===== src/touch_adc_pkg.sv =====
/*
  Constants and types shared by the touch/auxiliary converter sequencer.
  Assumes a 200 MHz system clock; every cycle count is derived from it.
*/
package touch_adc_pkg;

  localparam int CLK_MHZ = 200;

  // Control word field positions.
  localparam int BIT_MODE   = 15;
  localparam int BIT_STOP   = 14;
  localparam int FUNC_LSB   = 10;
  localparam int RES_LSB    = 8;
  localparam int AVG_LSB    = 6;
  localparam int CCLK_LSB   = 4;
  localparam int SETTLE_LSB = 1;

  // Values after reset.
  localparam logic       MODE_RST   = 1'b0;
  localparam logic [3:0] FUNC_RST   = 4'h0;
  localparam logic [1:0] RES_RST    = 2'h0;
  localparam logic [1:0] AVG_RST    = 2'h0;
  localparam logic [1:0] CCLK_RST   = 2'h0;
  localparam logic [2:0] SETTLE_RST = 3'h0;

  // Function select codes.
  localparam logic [3:0] FN_INVALID = 4'h0;
  localparam logic [3:0] FN_XY      = 4'h1;
  localparam logic [3:0] FN_XYZ     = 4'h2;
  localparam logic [3:0] FN_X       = 4'h3;
  localparam logic [3:0] FN_Y       = 4'h4;
  localparam logic [3:0] FN_Z       = 4'h5;
  localparam logic [3:0] FN_BATTERY_ONE_RESULT    = 4'h6;
  localparam logic [3:0] FN_BATTERY_TWO_RESULT    = 4'h7;
  localparam logic [3:0] FN_AUXILIARY_ONE_RESULT    = 4'h8;
  localparam logic [3:0] FN_AUXILIARY_TWO_RESULT    = 4'h9;
  localparam logic [3:0] FN_TEMP1   = 4'hA;
  localparam logic [3:0] FN_PORT    = 4'hB;
  localparam logic [3:0] FN_TEMP2   = 4'hC;
  localparam logic [3:0] FN_DRV_X   = 4'hD;
  localparam logic [3:0] FN_DRV_Y   = 4'hE;
  localparam logic [3:0] FN_DRV_YX  = 4'hF;

  typedef enum logic [3:0] {
    CH_X, CH_Y, CH_Z1, CH_Z2, CH_BATTERY_ONE_RESULT, CH_BATTERY_TWO_RESULT,
    CH_AUXILIARY_ONE_RESULT, CH_AUXILIARY_TWO_RESULT, CH_TEMP1, CH_TEMP2
  } channel_t;

  // Conversion clock rates and the system-clock divisors they imply.
  localparam int CCLK_MHZ_0 = 8;
  localparam int CCLK_MHZ_1 = 4;
  localparam int CCLK_MHZ_2 = 2;
  localparam int CCLK_MHZ_3 = 1;
  localparam logic [7:0] CCLK_DIV_0 = 8'(CLK_MHZ / CCLK_MHZ_0);
  localparam logic [7:0] CCLK_DIV_1 = 8'(CLK_MHZ / CCLK_MHZ_1);
  localparam logic [7:0] CCLK_DIV_2 = 8'(CLK_MHZ / CCLK_MHZ_2);
  localparam logic [7:0] CCLK_DIV_3 = 8'(CLK_MHZ / CCLK_MHZ_3);
  // Conversion clocks spent on sampling beyond one per result bit.
  localparam logic [4:0] CONV_OVERHEAD = 5'h04;

  // Panel settling times in microseconds and in system clocks.
  localparam int SETTLE_US_1 = 100;
  localparam int SETTLE_US_2 = 500;
  localparam int SETTLE_US_3 = 1000;
  localparam int SETTLE_US_4 = 5000;
  localparam int SETTLE_US_5 = 10000;
  localparam int SETTLE_US_6 = 50000;
  localparam int SETTLE_US_7 = 100000;
  localparam int SETTLE_CYC_1 = SETTLE_US_1 * CLK_MHZ;
  localparam int SETTLE_CYC_2 = SETTLE_US_2 * CLK_MHZ;
  localparam int SETTLE_CYC_3 = SETTLE_US_3 * CLK_MHZ;
  localparam int SETTLE_CYC_4 = SETTLE_US_4 * CLK_MHZ;
  localparam int SETTLE_CYC_5 = SETTLE_US_5 * CLK_MHZ;
  localparam int SETTLE_CYC_6 = SETTLE_US_6 * CLK_MHZ;
  localparam int SETTLE_CYC_7 = SETTLE_US_7 * CLK_MHZ;
  localparam int SETTLE_W     = 25;

endpackage


===== src/settle_timer.sv =====
/*
  One-shot delay for panel settling.
  Assumes start is a one-cycle pulse; a new start restarts the count.
*/
`timescale 1ns/1ps
module settle_timer
  import touch_adc_pkg::*;
(
  input  wire logic                clk_sys,
  input  wire logic                rst,
  input  wire logic                start,
  input  wire logic [SETTLE_W-1:0] cycles,
  input  wire logic                abort,
  output logic                     done
);
  logic [SETTLE_W-1:0] cnt_q, cnt_d;
  logic                run_q, run_d;

  // The done pulse comes cycles+1 edges after start, never early.
  assign done = run_q && (cnt_q == '0);

  always_comb begin
    cnt_d = cnt_q;
    run_d = run_q;
    // A write that starts a new sequence also aborts the old one, so the
    // start must win or the new sequence would never begin.
    if (start) begin
      cnt_d = cycles;
      run_d = 1'b1;
    end else if (abort) begin
      run_d = 1'b0;
    end else if (done) begin
      run_d = 1'b0;
    end else if (run_q) begin
      cnt_d = cnt_q - 1'b1;
    end
  end

  always_ff @(posedge clk_sys) begin
    if (rst) begin
      cnt_q <= '0;
      run_q <= 1'b0;
    end else begin
      cnt_q <= cnt_d;
      run_q <= run_d;
    end
  end
endmodule // settle_timer


===== src/conv_timer.sv =====
/*
  Times one conversion: ticks periods of a conversion clock made by
  dividing the system clock by div. Assumes div and ticks are nonzero.
*/
`timescale 1ns/1ps
module conv_timer (
  input  wire logic       clk_sys,
  input  wire logic       rst,
  input  wire logic       start,
  input  wire logic [7:0] div,
  input  wire logic [4:0] ticks,
  input  wire logic       abort,
  output logic            done
);
  logic [7:0] pre_q, pre_d, div_q, div_d;
  logic [4:0] tk_q, tk_d;
  logic       run_q, run_d;

  assign done = run_q && (pre_q == '0) && (tk_q == '0);

  always_comb begin
    pre_d = pre_q;
    div_d = div_q;
    tk_d  = tk_q;
    run_d = run_q;
    // Start wins over abort, since a starting write also raises abort.
    if (start) begin
      div_d = div;
      pre_d = div - 8'h01;
      tk_d  = ticks - 5'h01;
      run_d = 1'b1;
    end else if (abort) begin
      run_d = 1'b0;
    end else if (done) begin
      run_d = 1'b0;
    end else if (run_q) begin
      if (pre_q == '0) begin
        pre_d = div_q - 8'h01;
        tk_d  = tk_q - 5'h01;
      end else begin
        pre_d = pre_q - 8'h01;
      end
    end
  end

  always_ff @(posedge clk_sys) begin
    if (rst) begin
      pre_q <= '0;
      div_q <= '0;
      tk_q  <= '0;
      run_q <= 1'b0;
    end else begin
      pre_q <= pre_d;
      div_q <= div_d;
      tk_q  <= tk_d;
      run_q <= run_d;
    end
  end
endmodule // conv_timer


===== src/touch_adc_control_sequencer.sv =====
/*
  Control word and measurement sequencer for a shared touch/aux converter.
  Assumes a word-wide register port fed by the serial front end, a pen
  detector pin from outside the clock domain, and a sample value from
  the analog front end that is valid when each conversion ends.
*/
`timescale 1ns/1ps
module touch_adc_control_sequencer
  import touch_adc_pkg::*;
#(
  parameter int unsigned SETTLE_CYC_P1 = SETTLE_CYC_1,
  parameter int unsigned SETTLE_CYC_P2 = SETTLE_CYC_2,
  parameter int unsigned SETTLE_CYC_P3 = SETTLE_CYC_3,
  parameter int unsigned SETTLE_CYC_P4 = SETTLE_CYC_4,
  parameter int unsigned SETTLE_CYC_P5 = SETTLE_CYC_5,
  parameter int unsigned SETTLE_CYC_P6 = SETTLE_CYC_6,
  parameter int unsigned SETTLE_CYC_P7 = SETTLE_CYC_7
) (
  input  wire logic        clk_sys,
  input  wire logic        rst,
  input  wire logic        reg_wr,
  input  wire logic [15:0] reg_wdata,
  output logic      [15:0] reg_rdata,
  input  wire logic        pen_touch_in,
  input  wire logic [11:0] sample_in,
  output channel_t         conv_channel,
  output logic             adc_power_on,
  output logic             result_available_output,
  output logic             result_we,
  output channel_t         result_sel,
  output logic      [11:0] result_data,
  output logic             drv_xp,
  output logic             drv_xm,
  output logic             drv_yp,
  output logic             drv_ym
);
  typedef enum logic [1:0] {ST_IDLE, ST_SETTLE, ST_CONV} state_t;

  function automatic channel_t step_channel(logic [3:0] f, logic [1:0] s);
    unique case (f)
      FN_XY:    return s[0] ? CH_Y : CH_X;
      FN_XYZ:   return channel_t'({2'h0, s});
      FN_Y:     return CH_Y;
      FN_Z:     return s[0] ? CH_Z2 : CH_Z1;
      FN_BATTERY_ONE_RESULT:  return CH_BATTERY_ONE_RESULT;
      FN_BATTERY_TWO_RESULT:  return CH_BATTERY_TWO_RESULT;
      FN_AUXILIARY_ONE_RESULT:  return CH_AUXILIARY_ONE_RESULT;
      FN_AUXILIARY_TWO_RESULT:  return CH_AUXILIARY_TWO_RESULT;
      FN_TEMP1: return CH_TEMP1;
      FN_TEMP2: return CH_TEMP2;
      FN_PORT:  return channel_t'({2'h1, s});
      default:  return CH_X;
    endcase
  endfunction

  function automatic logic [1:0] last_step(logic [3:0] f);
    unique case (f)
      FN_XY, FN_Z:     return 2'h1;
      FN_XYZ, FN_PORT: return 2'h3;
      default:         return 2'h0;
    endcase
  endfunction

  function automatic logic is_scan(logic [3:0] f);
    return (f == FN_XY) || (f == FN_XYZ);
  endfunction

  function automatic logic is_measure(logic [3:0] f);
    return (f != FN_INVALID) && (f < FN_DRV_X);
  endfunction

  function automatic logic drive_ch(channel_t c);
    return c <= CH_Z2;
  endfunction

  // Pen detector synchroniser; a change counts when stages two and three
  // agree, which also filters single-cycle glitches on the pin.
  logic [2:0] pen_s_q, pen_s_d;
  logic       pen_q, pen_d;

  always_comb begin
    pen_s_d = {pen_s_q[1:0], pen_touch_in};
    pen_d   = (pen_s_q[1] == pen_s_q[2]) ? pen_s_q[2] : pen_q;
  end

  always_ff @(posedge clk_sys) begin
    if (rst) begin
      pen_s_q <= 3'h0;
      pen_q   <= 1'b0;
    end else begin
      pen_s_q <= pen_s_d;
      pen_q   <= pen_d;
    end
  end

  // Control word fields.
  logic       mode_q, mode_d, stop_q, stop_d;
  logic [3:0] func_q, func_d;
  logic [1:0] res_q, res_d, avg_q, avg_d, cclk_q, cclk_d;
  logic [2:0] settle_q, settle_d;

  always_comb begin
    {mode_d, stop_d, func_d} = {mode_q, stop_q, func_q};
    {res_d, avg_d, cclk_d, settle_d} = {res_q, avg_q, cclk_q, settle_q};
    if (reg_wr) begin
      mode_d   = reg_wdata[BIT_MODE];
      stop_d   = reg_wdata[BIT_STOP];
      func_d   = reg_wdata[FUNC_LSB +: 4];
      res_d    = reg_wdata[RES_LSB +: 2];
      avg_d    = reg_wdata[AVG_LSB +: 2];
      cclk_d   = reg_wdata[CCLK_LSB +: 2];
      settle_d = reg_wdata[SETTLE_LSB +: 3];
    end
  end

  always_ff @(posedge clk_sys) begin
    if (rst) begin
      mode_q   <= MODE_RST;
      stop_q   <= 1'b0;
      func_q   <= FUNC_RST;
      res_q    <= RES_RST;
      avg_q    <= AVG_RST;
      cclk_q   <= CCLK_RST;
      settle_q <= SETTLE_RST;
    end else begin
      mode_q   <= mode_d;
      stop_q   <= stop_d;
      func_q   <= func_d;
      res_q    <= res_d;
      avg_q    <= avg_d;
      cclk_q   <= cclk_d;
      settle_q <= settle_d;
    end
  end

  // A write starts its sequence in the same cycle, so the timers take
  // their settings from the incoming word rather than the stale fields.
  logic [1:0]          e_res, e_cclk;
  logic [2:0]          e_settle;
  logic [7:0]          conv_div;
  logic [4:0]          conv_ticks;
  logic [3:0]          res_bits, res_shift;
  logic [SETTLE_W-1:0] settle_cyc;

  always_comb begin
    e_res    = reg_wr ? reg_wdata[RES_LSB +: 2] : res_q;
    e_cclk   = reg_wr ? reg_wdata[CCLK_LSB +: 2] : cclk_q;
    e_settle = reg_wr ? reg_wdata[SETTLE_LSB +: 3] : settle_q;
    unique case (res_q)
      2'h1:    res_bits = 4'h8;
      2'h2:    res_bits = 4'hA;
      default: res_bits = 4'hC;
    endcase
    res_shift = 4'hC - res_bits;
    unique case (e_res)
      2'h1:    conv_ticks = 5'h08 + CONV_OVERHEAD;
      2'h2:    conv_ticks = 5'h0A + CONV_OVERHEAD;
      default: conv_ticks = 5'h0C + CONV_OVERHEAD;
    endcase
    unique case (e_cclk)
      2'h0: conv_div = CCLK_DIV_0;
      2'h1: conv_div = CCLK_DIV_1;
      2'h2: conv_div = CCLK_DIV_2;
      2'h3: conv_div = CCLK_DIV_3;
    endcase
    unique case (e_settle)
      3'h0: settle_cyc = '0;
      3'h1: settle_cyc = SETTLE_W'(SETTLE_CYC_P1);
      3'h2: settle_cyc = SETTLE_W'(SETTLE_CYC_P2);
      3'h3: settle_cyc = SETTLE_W'(SETTLE_CYC_P3);
      3'h4: settle_cyc = SETTLE_W'(SETTLE_CYC_P4);
      3'h5: settle_cyc = SETTLE_W'(SETTLE_CYC_P5);
      3'h6: settle_cyc = SETTLE_W'(SETTLE_CYC_P6);
      3'h7: settle_cyc = SETTLE_W'(SETTLE_CYC_P7);
    endcase
  end

  // Sequencer.
  state_t     state_q, state_d;
  channel_t   chan_q, chan_d, sel_q, sel_d, go_ch;
  logic [1:0] step_q, step_d, go_step;
  logic [3:0] navg_q, navg_d, avg_last, go_func;
  logic [15:0] acc_q, acc_d, sum_now;
  logic [11:0] data_q, data_d;
  logic       armed_q, armed_d, we_q, we_d, go_en;
  logic       settle_go, conv_go, settle_done, conv_done;
  logic       wr_stop, wr_go;

  always_comb begin
    unique case (avg_q)
      2'h0: avg_last = 4'h0;
      2'h1: avg_last = 4'h3;
      2'h2: avg_last = 4'h7;
      2'h3: avg_last = 4'hF;
    endcase
    sum_now = acc_q + 16'(sample_in >> res_shift);
    wr_stop = reg_wr && reg_wdata[BIT_STOP];
    // host control starts at once, self control waits for touch only for scan functions
    wr_go   = reg_wr && !wr_stop && is_measure(reg_wdata[FUNC_LSB +: 4])
              && !(reg_wdata[BIT_MODE] && is_scan(reg_wdata[FUNC_LSB +: 4]));
    state_d = state_q;
    chan_d  = chan_q;
    step_d  = step_q;
    navg_d  = navg_q;
    acc_d   = acc_q;
    armed_d = armed_q;
    we_d    = 1'b0;
    sel_d   = sel_q;
    data_d  = data_q;
    go_en   = 1'b0;
    go_func = func_q;
    go_step = 2'h0;
    settle_go = 1'b0;
    conv_go   = 1'b0;
    go_ch     = CH_X;
    if (reg_wr) begin
      state_d = ST_IDLE;
      step_d  = 2'h0;
      navg_d  = 4'h0;
      acc_d   = '0;
      armed_d = !wr_stop && reg_wdata[BIT_MODE]
                && is_scan(reg_wdata[FUNC_LSB +: 4]);
      go_en   = wr_go;
      go_func = reg_wdata[FUNC_LSB +: 4];
    end else begin
      unique case (state_q)
        ST_IDLE: begin
          go_en = armed_q && pen_q;
        end
        ST_SETTLE: begin
          if (settle_done) begin
            state_d = ST_CONV;
            conv_go = 1'b1;
          end
        end
        ST_CONV: begin
          if (conv_done && navg_q != avg_last) begin
            // stay busy through every averaged conversion
            acc_d   = sum_now;
            navg_d  = navg_q + 4'h1;
            conv_go = 1'b1;
          end else if (conv_done) begin
            we_d    = 1'b1;
            sel_d   = chan_q;
            data_d  = 12'(sum_now);
            if (avg_q != 2'h0) begin
              // Widened so that sixteen samples shift by four, not zero.
              data_d = 12'(sum_now >> ({1'b0, avg_q} + 3'h1));
            end
            acc_d   = '0;
            navg_d  = 4'h0;
            if (step_q != last_step(func_q)) begin
              go_en   = 1'b1;
              go_step = step_q + 2'h1;
            end else if (is_scan(func_q) && pen_q) begin
              // scans repeat while the pen stays down
              go_en   = 1'b1;
            end else begin
              state_d = ST_IDLE;
            end
          end
        end
      endcase
    end
    if (go_en) begin
      go_ch  = step_channel(go_func, go_step);
      chan_d = go_ch;
      step_d = go_step;
      if (drive_ch(go_ch)) begin
        state_d   = ST_SETTLE;
        settle_go = 1'b1;
      end else begin
        state_d = ST_CONV;
        conv_go = 1'b1;
      end
    end
  end

  always_ff @(posedge clk_sys) begin
    if (rst) begin
      state_q <= ST_IDLE;
      chan_q  <= CH_X;
      step_q  <= 2'h0;
      navg_q  <= 4'h0;
      acc_q   <= '0;
      armed_q <= 1'b0;
      we_q    <= 1'b0;
      sel_q   <= CH_X;
      data_q  <= 12'h000;
    end else begin
      state_q <= state_d;
      chan_q  <= chan_d;
      step_q  <= step_d;
      navg_q  <= navg_d;
      acc_q   <= acc_d;
      armed_q <= armed_d;
      we_q    <= we_d;
      sel_q   <= sel_d;
      data_q  <= data_d;
    end
  end

  settle_timer u_settle (
    .clk_sys (clk_sys),
    .rst     (rst),
    .start   (settle_go),
    .cycles  (settle_cyc),
    .abort   (reg_wr),
    .done    (settle_done)
  );

  conv_timer u_conv (
    .clk_sys (clk_sys),
    .rst     (rst),
    .start   (conv_go),
    .div     (conv_div),
    .ticks   (conv_ticks),
    .abort   (reg_wr),
    .done    (conv_done)
  );

  // Pin-facing outputs and the readback word.
  logic [3:0]  drv_q, drv_d;
  logic        power_q, power_d;
  logic [15:0] rdata_q, rdata_d;

  always_comb begin
    drv_d = 4'h0;
    if (state_d != ST_IDLE) begin
      unique case (chan_d)
        CH_X:         drv_d = 4'b1100;
        CH_Y:         drv_d = 4'b0011;
        CH_Z1, CH_Z2: drv_d = 4'b0110;
        default:      drv_d = 4'h0;
      endcase
    end else if (!stop_d) begin
      unique case (func_d)
        FN_DRV_X:  drv_d = 4'b1100;
        FN_DRV_Y:  drv_d = 4'b0011;
        FN_DRV_YX: drv_d = 4'b0110;
        default:   drv_d = 4'h0;
      endcase
    end
    power_d = state_d != ST_IDLE;
    rdata_d = {pen_q, state_q == ST_IDLE, func_q, res_q, avg_q,
               cclk_q, settle_q, 1'b0};
  end

  always_ff @(posedge clk_sys) begin
    if (rst) begin
      drv_q   <= 4'h0;
      power_q <= 1'b0;
      rdata_q <= {MODE_RST, 1'b1, FUNC_RST, RES_RST, AVG_RST,
                  CCLK_RST, SETTLE_RST, 1'b0};
    end else begin
      drv_q   <= drv_d;
      power_q <= power_d;
      rdata_q <= rdata_d;
    end
  end

  assign {drv_xp, drv_xm, drv_yp, drv_ym} = drv_q;
  assign adc_power_on = power_q;
  assign reg_rdata    = rdata_q;
  assign result_we    = we_q;
  assign result_sel   = sel_q;
  assign result_data  = data_q;
  assign conv_channel = chan_q;
  assign result_available_output = state_q == ST_IDLE;
endmodule // touch_adc_control_sequencer


===== config.mk =====
export PLATFORM = sky130hd
export DESIGN_NAME = touch_adc_control_sequencer
export DESIGN_NICKNAME = d
export VERILOG_FILES = /design/src/touch_adc_pkg.sv /design/src/settle_timer.sv /design/src/conv_timer.sv /design/src/touch_adc_control_sequencer.sv
export SDC_FILE = /design/constraint.sdc
export NUM_CORES = 1
export LEC_CHECK = 0
export BUFFER_PORTS_ARGS = -buffer_cell sky130_fd_sc_hd__buf_2
export CAP_MARGIN = 20
export CORE_UTILIZATION = 45
export DETAILED_ROUTE_END_ITERATION = 6
export HOLD_SLACK_MARGIN = 0.12
export MAX_ROUTING_LAYER = met4
export PLACE_DENSITY = 0.67
export RECOVER_POWER = 25
export SLEW_MARGIN = 40
export SYNTH_ARGS = -nofsm -noshare
export SYNTH_HDL_FRONTEND = slang
export SYNTH_SLANG_ARGS = --single-unit

===== constraint.sdc =====
create_clock -name clk_sys -period 5.44 [get_ports clk_sys]
set_clock_uncertainty 0.2 [all_clocks]
set_input_delay 1.088 -clock clk_sys [delete_from_list [all_inputs] [get_ports clk_sys]]
set_output_delay 1.088 -clock clk_sys [all_outputs]
set_load 0.005 [all_outputs]

# ---- After elaboration in Yosys (flattened, before gate mapping)
# Memories as Yosys holds them, arrays and structs flattened.
# Index checks and enable logic that the tools add are counted.
dict set report totals {
  reg_bits 133
  latch_bits 0
  ram_bits 0
  mem_bits_ro 152
  elab_cells 212
  memories 1
}
# name depth word_bits rd rd_ports_with_merged_regs wr line_no
set memory_table {}
lappend memory_table {{(no name shown)} 8 19 1 0 0 touch_adc_control_sequencer.sv:166} ;# unique case (e_settle)
dict set report classes {
  addsub 11
  mul 0
  n_div 0
  n_lt_le_gt_ge 2
  n_eq_ne 42
  n_shift 2
  n_mux 79
  bitwise 3
  reduce_logical 45
}
# cell n
set ops {}
lappend ops {{$mux 25} 4}
lappend ops {{$pmux 4 s11} 1}
lappend ops {{$mux 2} 21}
lappend ops {{$mux 8} 5}
lappend ops {{$eq 4x4->1 const B} 9}
lappend ops {{$mux 16} 2}
lappend ops {{$pmux 8 s4} 1}
lappend ops {{$mux 4} 7}
lappend ops {{$logic_not 25->1} 1}
lappend ops {{$mux 5} 5}
lappend ops {{$sub 25x1->25 const B} 1}
lappend ops {{$pmux 4 s3} 2}
lappend ops {{$sub 8x1->8 const B} 3}
lappend ops {{$mux 1} 22}
lappend ops {{$eq 4x2->1 const B} 5}
lappend ops {{$eq 4x3->1 const B} 5}
lappend ops {{$add 16x16->16} 1}
lappend ops {{$eq 4x1->1 const B} 4}
lappend ops {{$pmux 4 s4} 1}
lappend ops {{$shr 12x4->16} 1}
lappend ops {{$shr 16x3->12} 1}
lappend ops {{$eq 2x2->1 const B} 7}
lappend ops {{$logic_and 1x1->1} 14}
lappend ops {{$reduce_bool 2->1} 7}
lappend ops {{33 further kinds} 54}

# ---- Depth between registers and ports, before layout
dict set report logic_depth {
  depth_word 21
  mapped_depth 20
  mapped_depth_nobuf 18
}

# ---- Cells and area by module
# A second synthesis with hierarchy kept.
dict set report unflattened {
  hier_cells 1018
  area_unflattened_um2 8190.4
}
# module n_inst cells_per_inst area_each_um2 seq_area_each_um2
set modules_own_cells {}
lappend modules_own_cells {touch_adc_control_sequencer 1 661 5283.8 1681.6}
lappend modules_own_cells {settle_timer 1 192 1592.8 520.5}
lappend modules_own_cells {conv_timer 1 165 1313.8 440.4}

# ---- Least setup slack after synthesis
# OpenSTA, ideal clock, no wires.
dict set report synth_timing {
  path_kind {input port to flip-flop}
  from {input sample_in[10]}
  to {register data_q[10] (netlist: result_data[10])}
  arrival_ns 4.440
  slack_ns 0.667
  cell_stages 13
  path_cell_list {mux2i_1 a21oi_1 mux4_2 ha_1 fa_1 a21o_1 a2111oi_0 o211ai_1 a221o_1 nand3_1 mux2i_1 a221oi_1 nor4_1}
}
dict set report synth_via {
  elab_chain_len 4
}
# item line_no
set synth_rtl {}
lappend synth_rtl {{from (decl)} touch_adc_control_sequencer.sv:25} ;# input wire logic [11:0] sample_in,
lappend synth_rtl {{$shr 12x4->16 (*)} touch_adc_control_sequencer.sv:196} ;# sum_now = acc_q + 16'(sample_in >> res_shift);
lappend synth_rtl {{$add 16x16->16 (*)} touch_adc_control_sequencer.sv:196}
lappend synth_rtl {{$shr 16x3->12} touch_adc_control_sequencer.sv:248} ;# data_d = 12'(sum_now >> ({1'b0, avg_q} + 3'h1));
lappend synth_rtl {{$mux 12 (*)} touch_adc_control_sequencer.sv:246} ;# if (avg_q != 2'h0) begin
lappend synth_rtl {{to (signal assigned)} touch_adc_control_sequencer.sv:299} ;# data_q <= data_d;
lappend synth_rtl {{to (decl)} touch_adc_control_sequencer.sv:184} ;# logic [11:0] data_q, data_d;
# Every way passes the cells marked *; elsewhere a longest branch is shown, timed or not.
# A chain may end at the register's enable or synchronous reset.

# ---- Final worst setup path
# Same ends and word-level chain as after synthesis.

==> summary.md <==
| Metric | Value |
|---|---|
| Status | `completed` |
| Count leader, synth | `dfxtp_1` |
| Worst Setup Start Kind | `input port` |
| Top Layer Used | `met4` |
| Final Wtd Congestion | `0.837` |
| Pwr per Cell Area | `308 nW/um^2` |
| CTS tree | `done` |
| Crit path cell chain | `buf_2 > mux2i_1 > a21oi_1 > mux4_2 > ha_1 > fa_1 > a21o_1 > a2111oi_0 > buf_4 > o211ai_1 > a221o_1 > nand3_1 > mux2i_1 > a221oi_1 > nor4_1` |
| Rows | `47` |
| First-pass GRT wire length | `31700 um` |
| WP data arrival | `4.80 ns` |
| Die W | `133 um` |
| Worst-path fanout max | `6` |
| Remaining global-route overflow | `0` |
| Fin crit share | `0.869` |
| Max incr delay on CP | `0.48 ns` |
| Routed WL | `19000 um` |
| CTS root buf | `clkbuf_16` |
| Synth top area cells | `dfxtp_1 (34%), nor2_1 (5.8%), ha_1 (4.9%)` |
| Synth top area share | `0.343` |
| Setup Buffers After CTS | `0` |
| CTS Sinks | `132` |
| CTS Buffer Depth | `2` |
| Port bufs | `72` |
| Critical path's slowest cell | `mux4_2` |
| Starting Density | `0.463` |
| # hold bufs at CTS | `0` |
| Met2 Wirelength | `8710 um` |
| DRC Markers | `0` |
| Static leakage | `3.47 nW` |
| Via/cell ratio | `5.71` |
| Worst setup EP type | `flip-flop` |
| PnR Total Power | `2.72 mW` |
| Yosys cell types | `77` |
| Drt first pass iters | `5` |
| Met3 wire length | `806 um` |
| VDD IR max | `0.244 mV` |
| Core area | `16600 um^2` |
| Latest clock arrival within the worst-skew pair | `0.42 ns` |
| #FFs+latches synth | `132` |
| Relative slew margins | `0.192` |
| Clock transition at path regs | `0.06 ns` |
| Ant diodes | `0` |
| Vias post-DR | `7103` |
| Final Max Slew Viols | `0` |
| Worst EP required | `5.51 ns` |
| Setup slack after layout | `0.714 ns` |
| Final Hold Fails | `0` |
| Top Ports | `75` |
| Routed Antenna Nets | `0` |
| M1 WL | `9170 um` |
| Setup TNS | `0 ns` |
| Fin cells | `1243` |
| Hold Crit Class | `reg2reg` |
| Overall routing resource usage | `0.228` |
| Share of cells above drive strength 1 | `0.136` |
| RSZ-0062 raised after global routing | `false` |
| Slew @ Worst Pin | `1.21 ns` |
| Worst Path Buf+Inv | `2` |
| Total Nets Final | `1073` |
| Largest net degree at the start of global routing | `60` |
| Placement Setup Slack | `0.321 ns` |
| Post-CTS Resized | `0` |
| Synth Instances | `956` |
| EDFF count, synth | `0` |
| H-Tree Depth | `4` |
| Max Cap Violations | `0` |
| Post-Syn Area per Cell | `8.06 um^2` |
| FFs w/ async S/R, synth | `0` |
| Drt initial violations | `632` |
| Design area | `8820 um^2` |
| CTS Buf Count | `17` |
| Predominant post-synthesis flop cell | `dfxtp_1` |
| Final setup fails | `0` |
| Mapped Nets | `1019` |
| Seq/Total Area, Yosys | `0.343` |
| Die Area | `17700 um^2` |
| Leading area contributor after synthesis | `dfxtp_1` |
| Post-Syn Area | `7710 um^2` |
| Fmax achieved | `212 MHz` |
| Area growth syn-to-layout | `14.4%` |
| Drt wl/cell | `15.3 um` |
| Yosys warning total | `0` |
| Placed cell area | `8240 um^2` |
| Dominant delay contributor by cell family on the critical path | `compound AO/OA/AOI/OAI gates` |
| Dpl cells | `1211` |
| Dpl hpwl | `13400 um` |
| Die height | `133 um` |
| Crit Path Class | `in2reg` |
| Post-route minimum period | `4.73 ns` |
| Antenna violations before repair | `0` |
| Vias in the first global route | `6412` |
| Most used cell, CP | `mux2i_1` |
| Commonest cells in the netlist | `dfxtp_1 (132), nor2_1 (120), nand2_1 (97)` |
## path summary, 6_finish.rpt
check	startpoint	end	slack [ns]	cells past startpoint
setup / recovery	sample_in[10]	result_data[10]	0.71	15
hold / removal	pen_s_q[0]	pen_s_q[1]	0.25	1
setup reg to reg	res_q[0]	result_data[10]	0.80	16
hold reg to reg	pen_s_q[0]	pen_s_q[1]	0.25	1
## per-layer routing
metal / GRT usage / vias to the layer above
li1: - / 3559
met1: 0.302 / 3351
met2: 0.353 / 168
met3: 0.0383 / 25
met4: 0.0741 / 0
met5: - / -
## worst reg2reg max path, stage by stage (launching register included)
cell and delay, ns:
dfxtp_1 0.32, inv_1 0.09, ha_1 0.22, mux2i_1 0.33, a21oi_1 0.11, mux4_2 0.48, ha_1 0.22, fa_1 0.41
a21o_1 0.19, a2111oi_0 0.46, buf_4 0.21, o211ai_1 0.18, a221o_1 0.45, nand3_1 0.20, mux2i_1 0.10, a221oi_1 0.25
nor4_1 0.07
## power by group
group          switching [mW]  leakage (nW)  internal (mW)
Combinational           0.319          2.12          0.206
Clock                   0.451         0.279          0.680
Sequential             0.0459          1.08           1.02
## final cells by class
type / count / area, um^2
Multi-Input combinational cell: 746 / 4760
Clock inverter: 14 / 153
Fill cell: 1606 / 7820
Sequential cell: 132 / 2640
Inverter: 25 / 93.8
Clock buffer: 18 / 429
Timing Repair Buffer: 88 / 469
Tap cell: 220 / 275
## registers in the layout, summed over array words and instances (netlist names), 3 cells and up
| register | count |
|---|---|
| drv_q | 4 |
| result_sel | 4 |
| acc_q | 16 |
| func_q | 4 |
| navg_q | 4 |
| pen_s_q | 3 |
| u_conv.pre_q | 8 |
| u_conv.tk_q | 5 |
| conv_channel | 4 |
| u_settle.cnt_q | 25 |
| settle_q | 3 |
| result_data | 12 |
| reg_rdata | 15 |
| u_conv.div_q | 8 |
## metrics by stage
stage          utilization  hold WS, ns
2_1_floorplan            -        0.214
3_3_place_gp         0.495        0.229
3_5_place_dp         0.495        0.243
4_1_cts              0.530        0.255
5_1_grt              0.530        0.261
6_report             0.530        0.248
## cells in the final DEF, fill, tap and decap left out, types with 18 or more instances in the layout
cell and instances:
nand3_1 27, ha_1 30, mux2i_1 33, xnor2_1 22
nor2_1 120, buf_2 63, nor3_1 29, xor2_1 20
nor2b_1 20, nor4_1 18, dfxtp_1 132, nand2_1 97
a21oi_1 70, o21ai_0 40, inv_1 25
## cell families (layout without fill, tap and decap cells)
family / Yosys count / after routing / synth area share
AOI/OAI and AO/OA: 243 / 243 / 0.213
xor gates and xnor gates: 42 / 42 / 0.0477
adders and majority gates: 31 / 31 / 0.0513
buffers and inverters: 78 / 145 / 0.0411
DFF: 132 / 132 / 0.343
muxes: 44 / 44 / 0.0662
other: 1 / 1 / 0.000487
and+or+nand+nor: 385 / 385 / 0.238
Power figures use the tool's default switching activity.
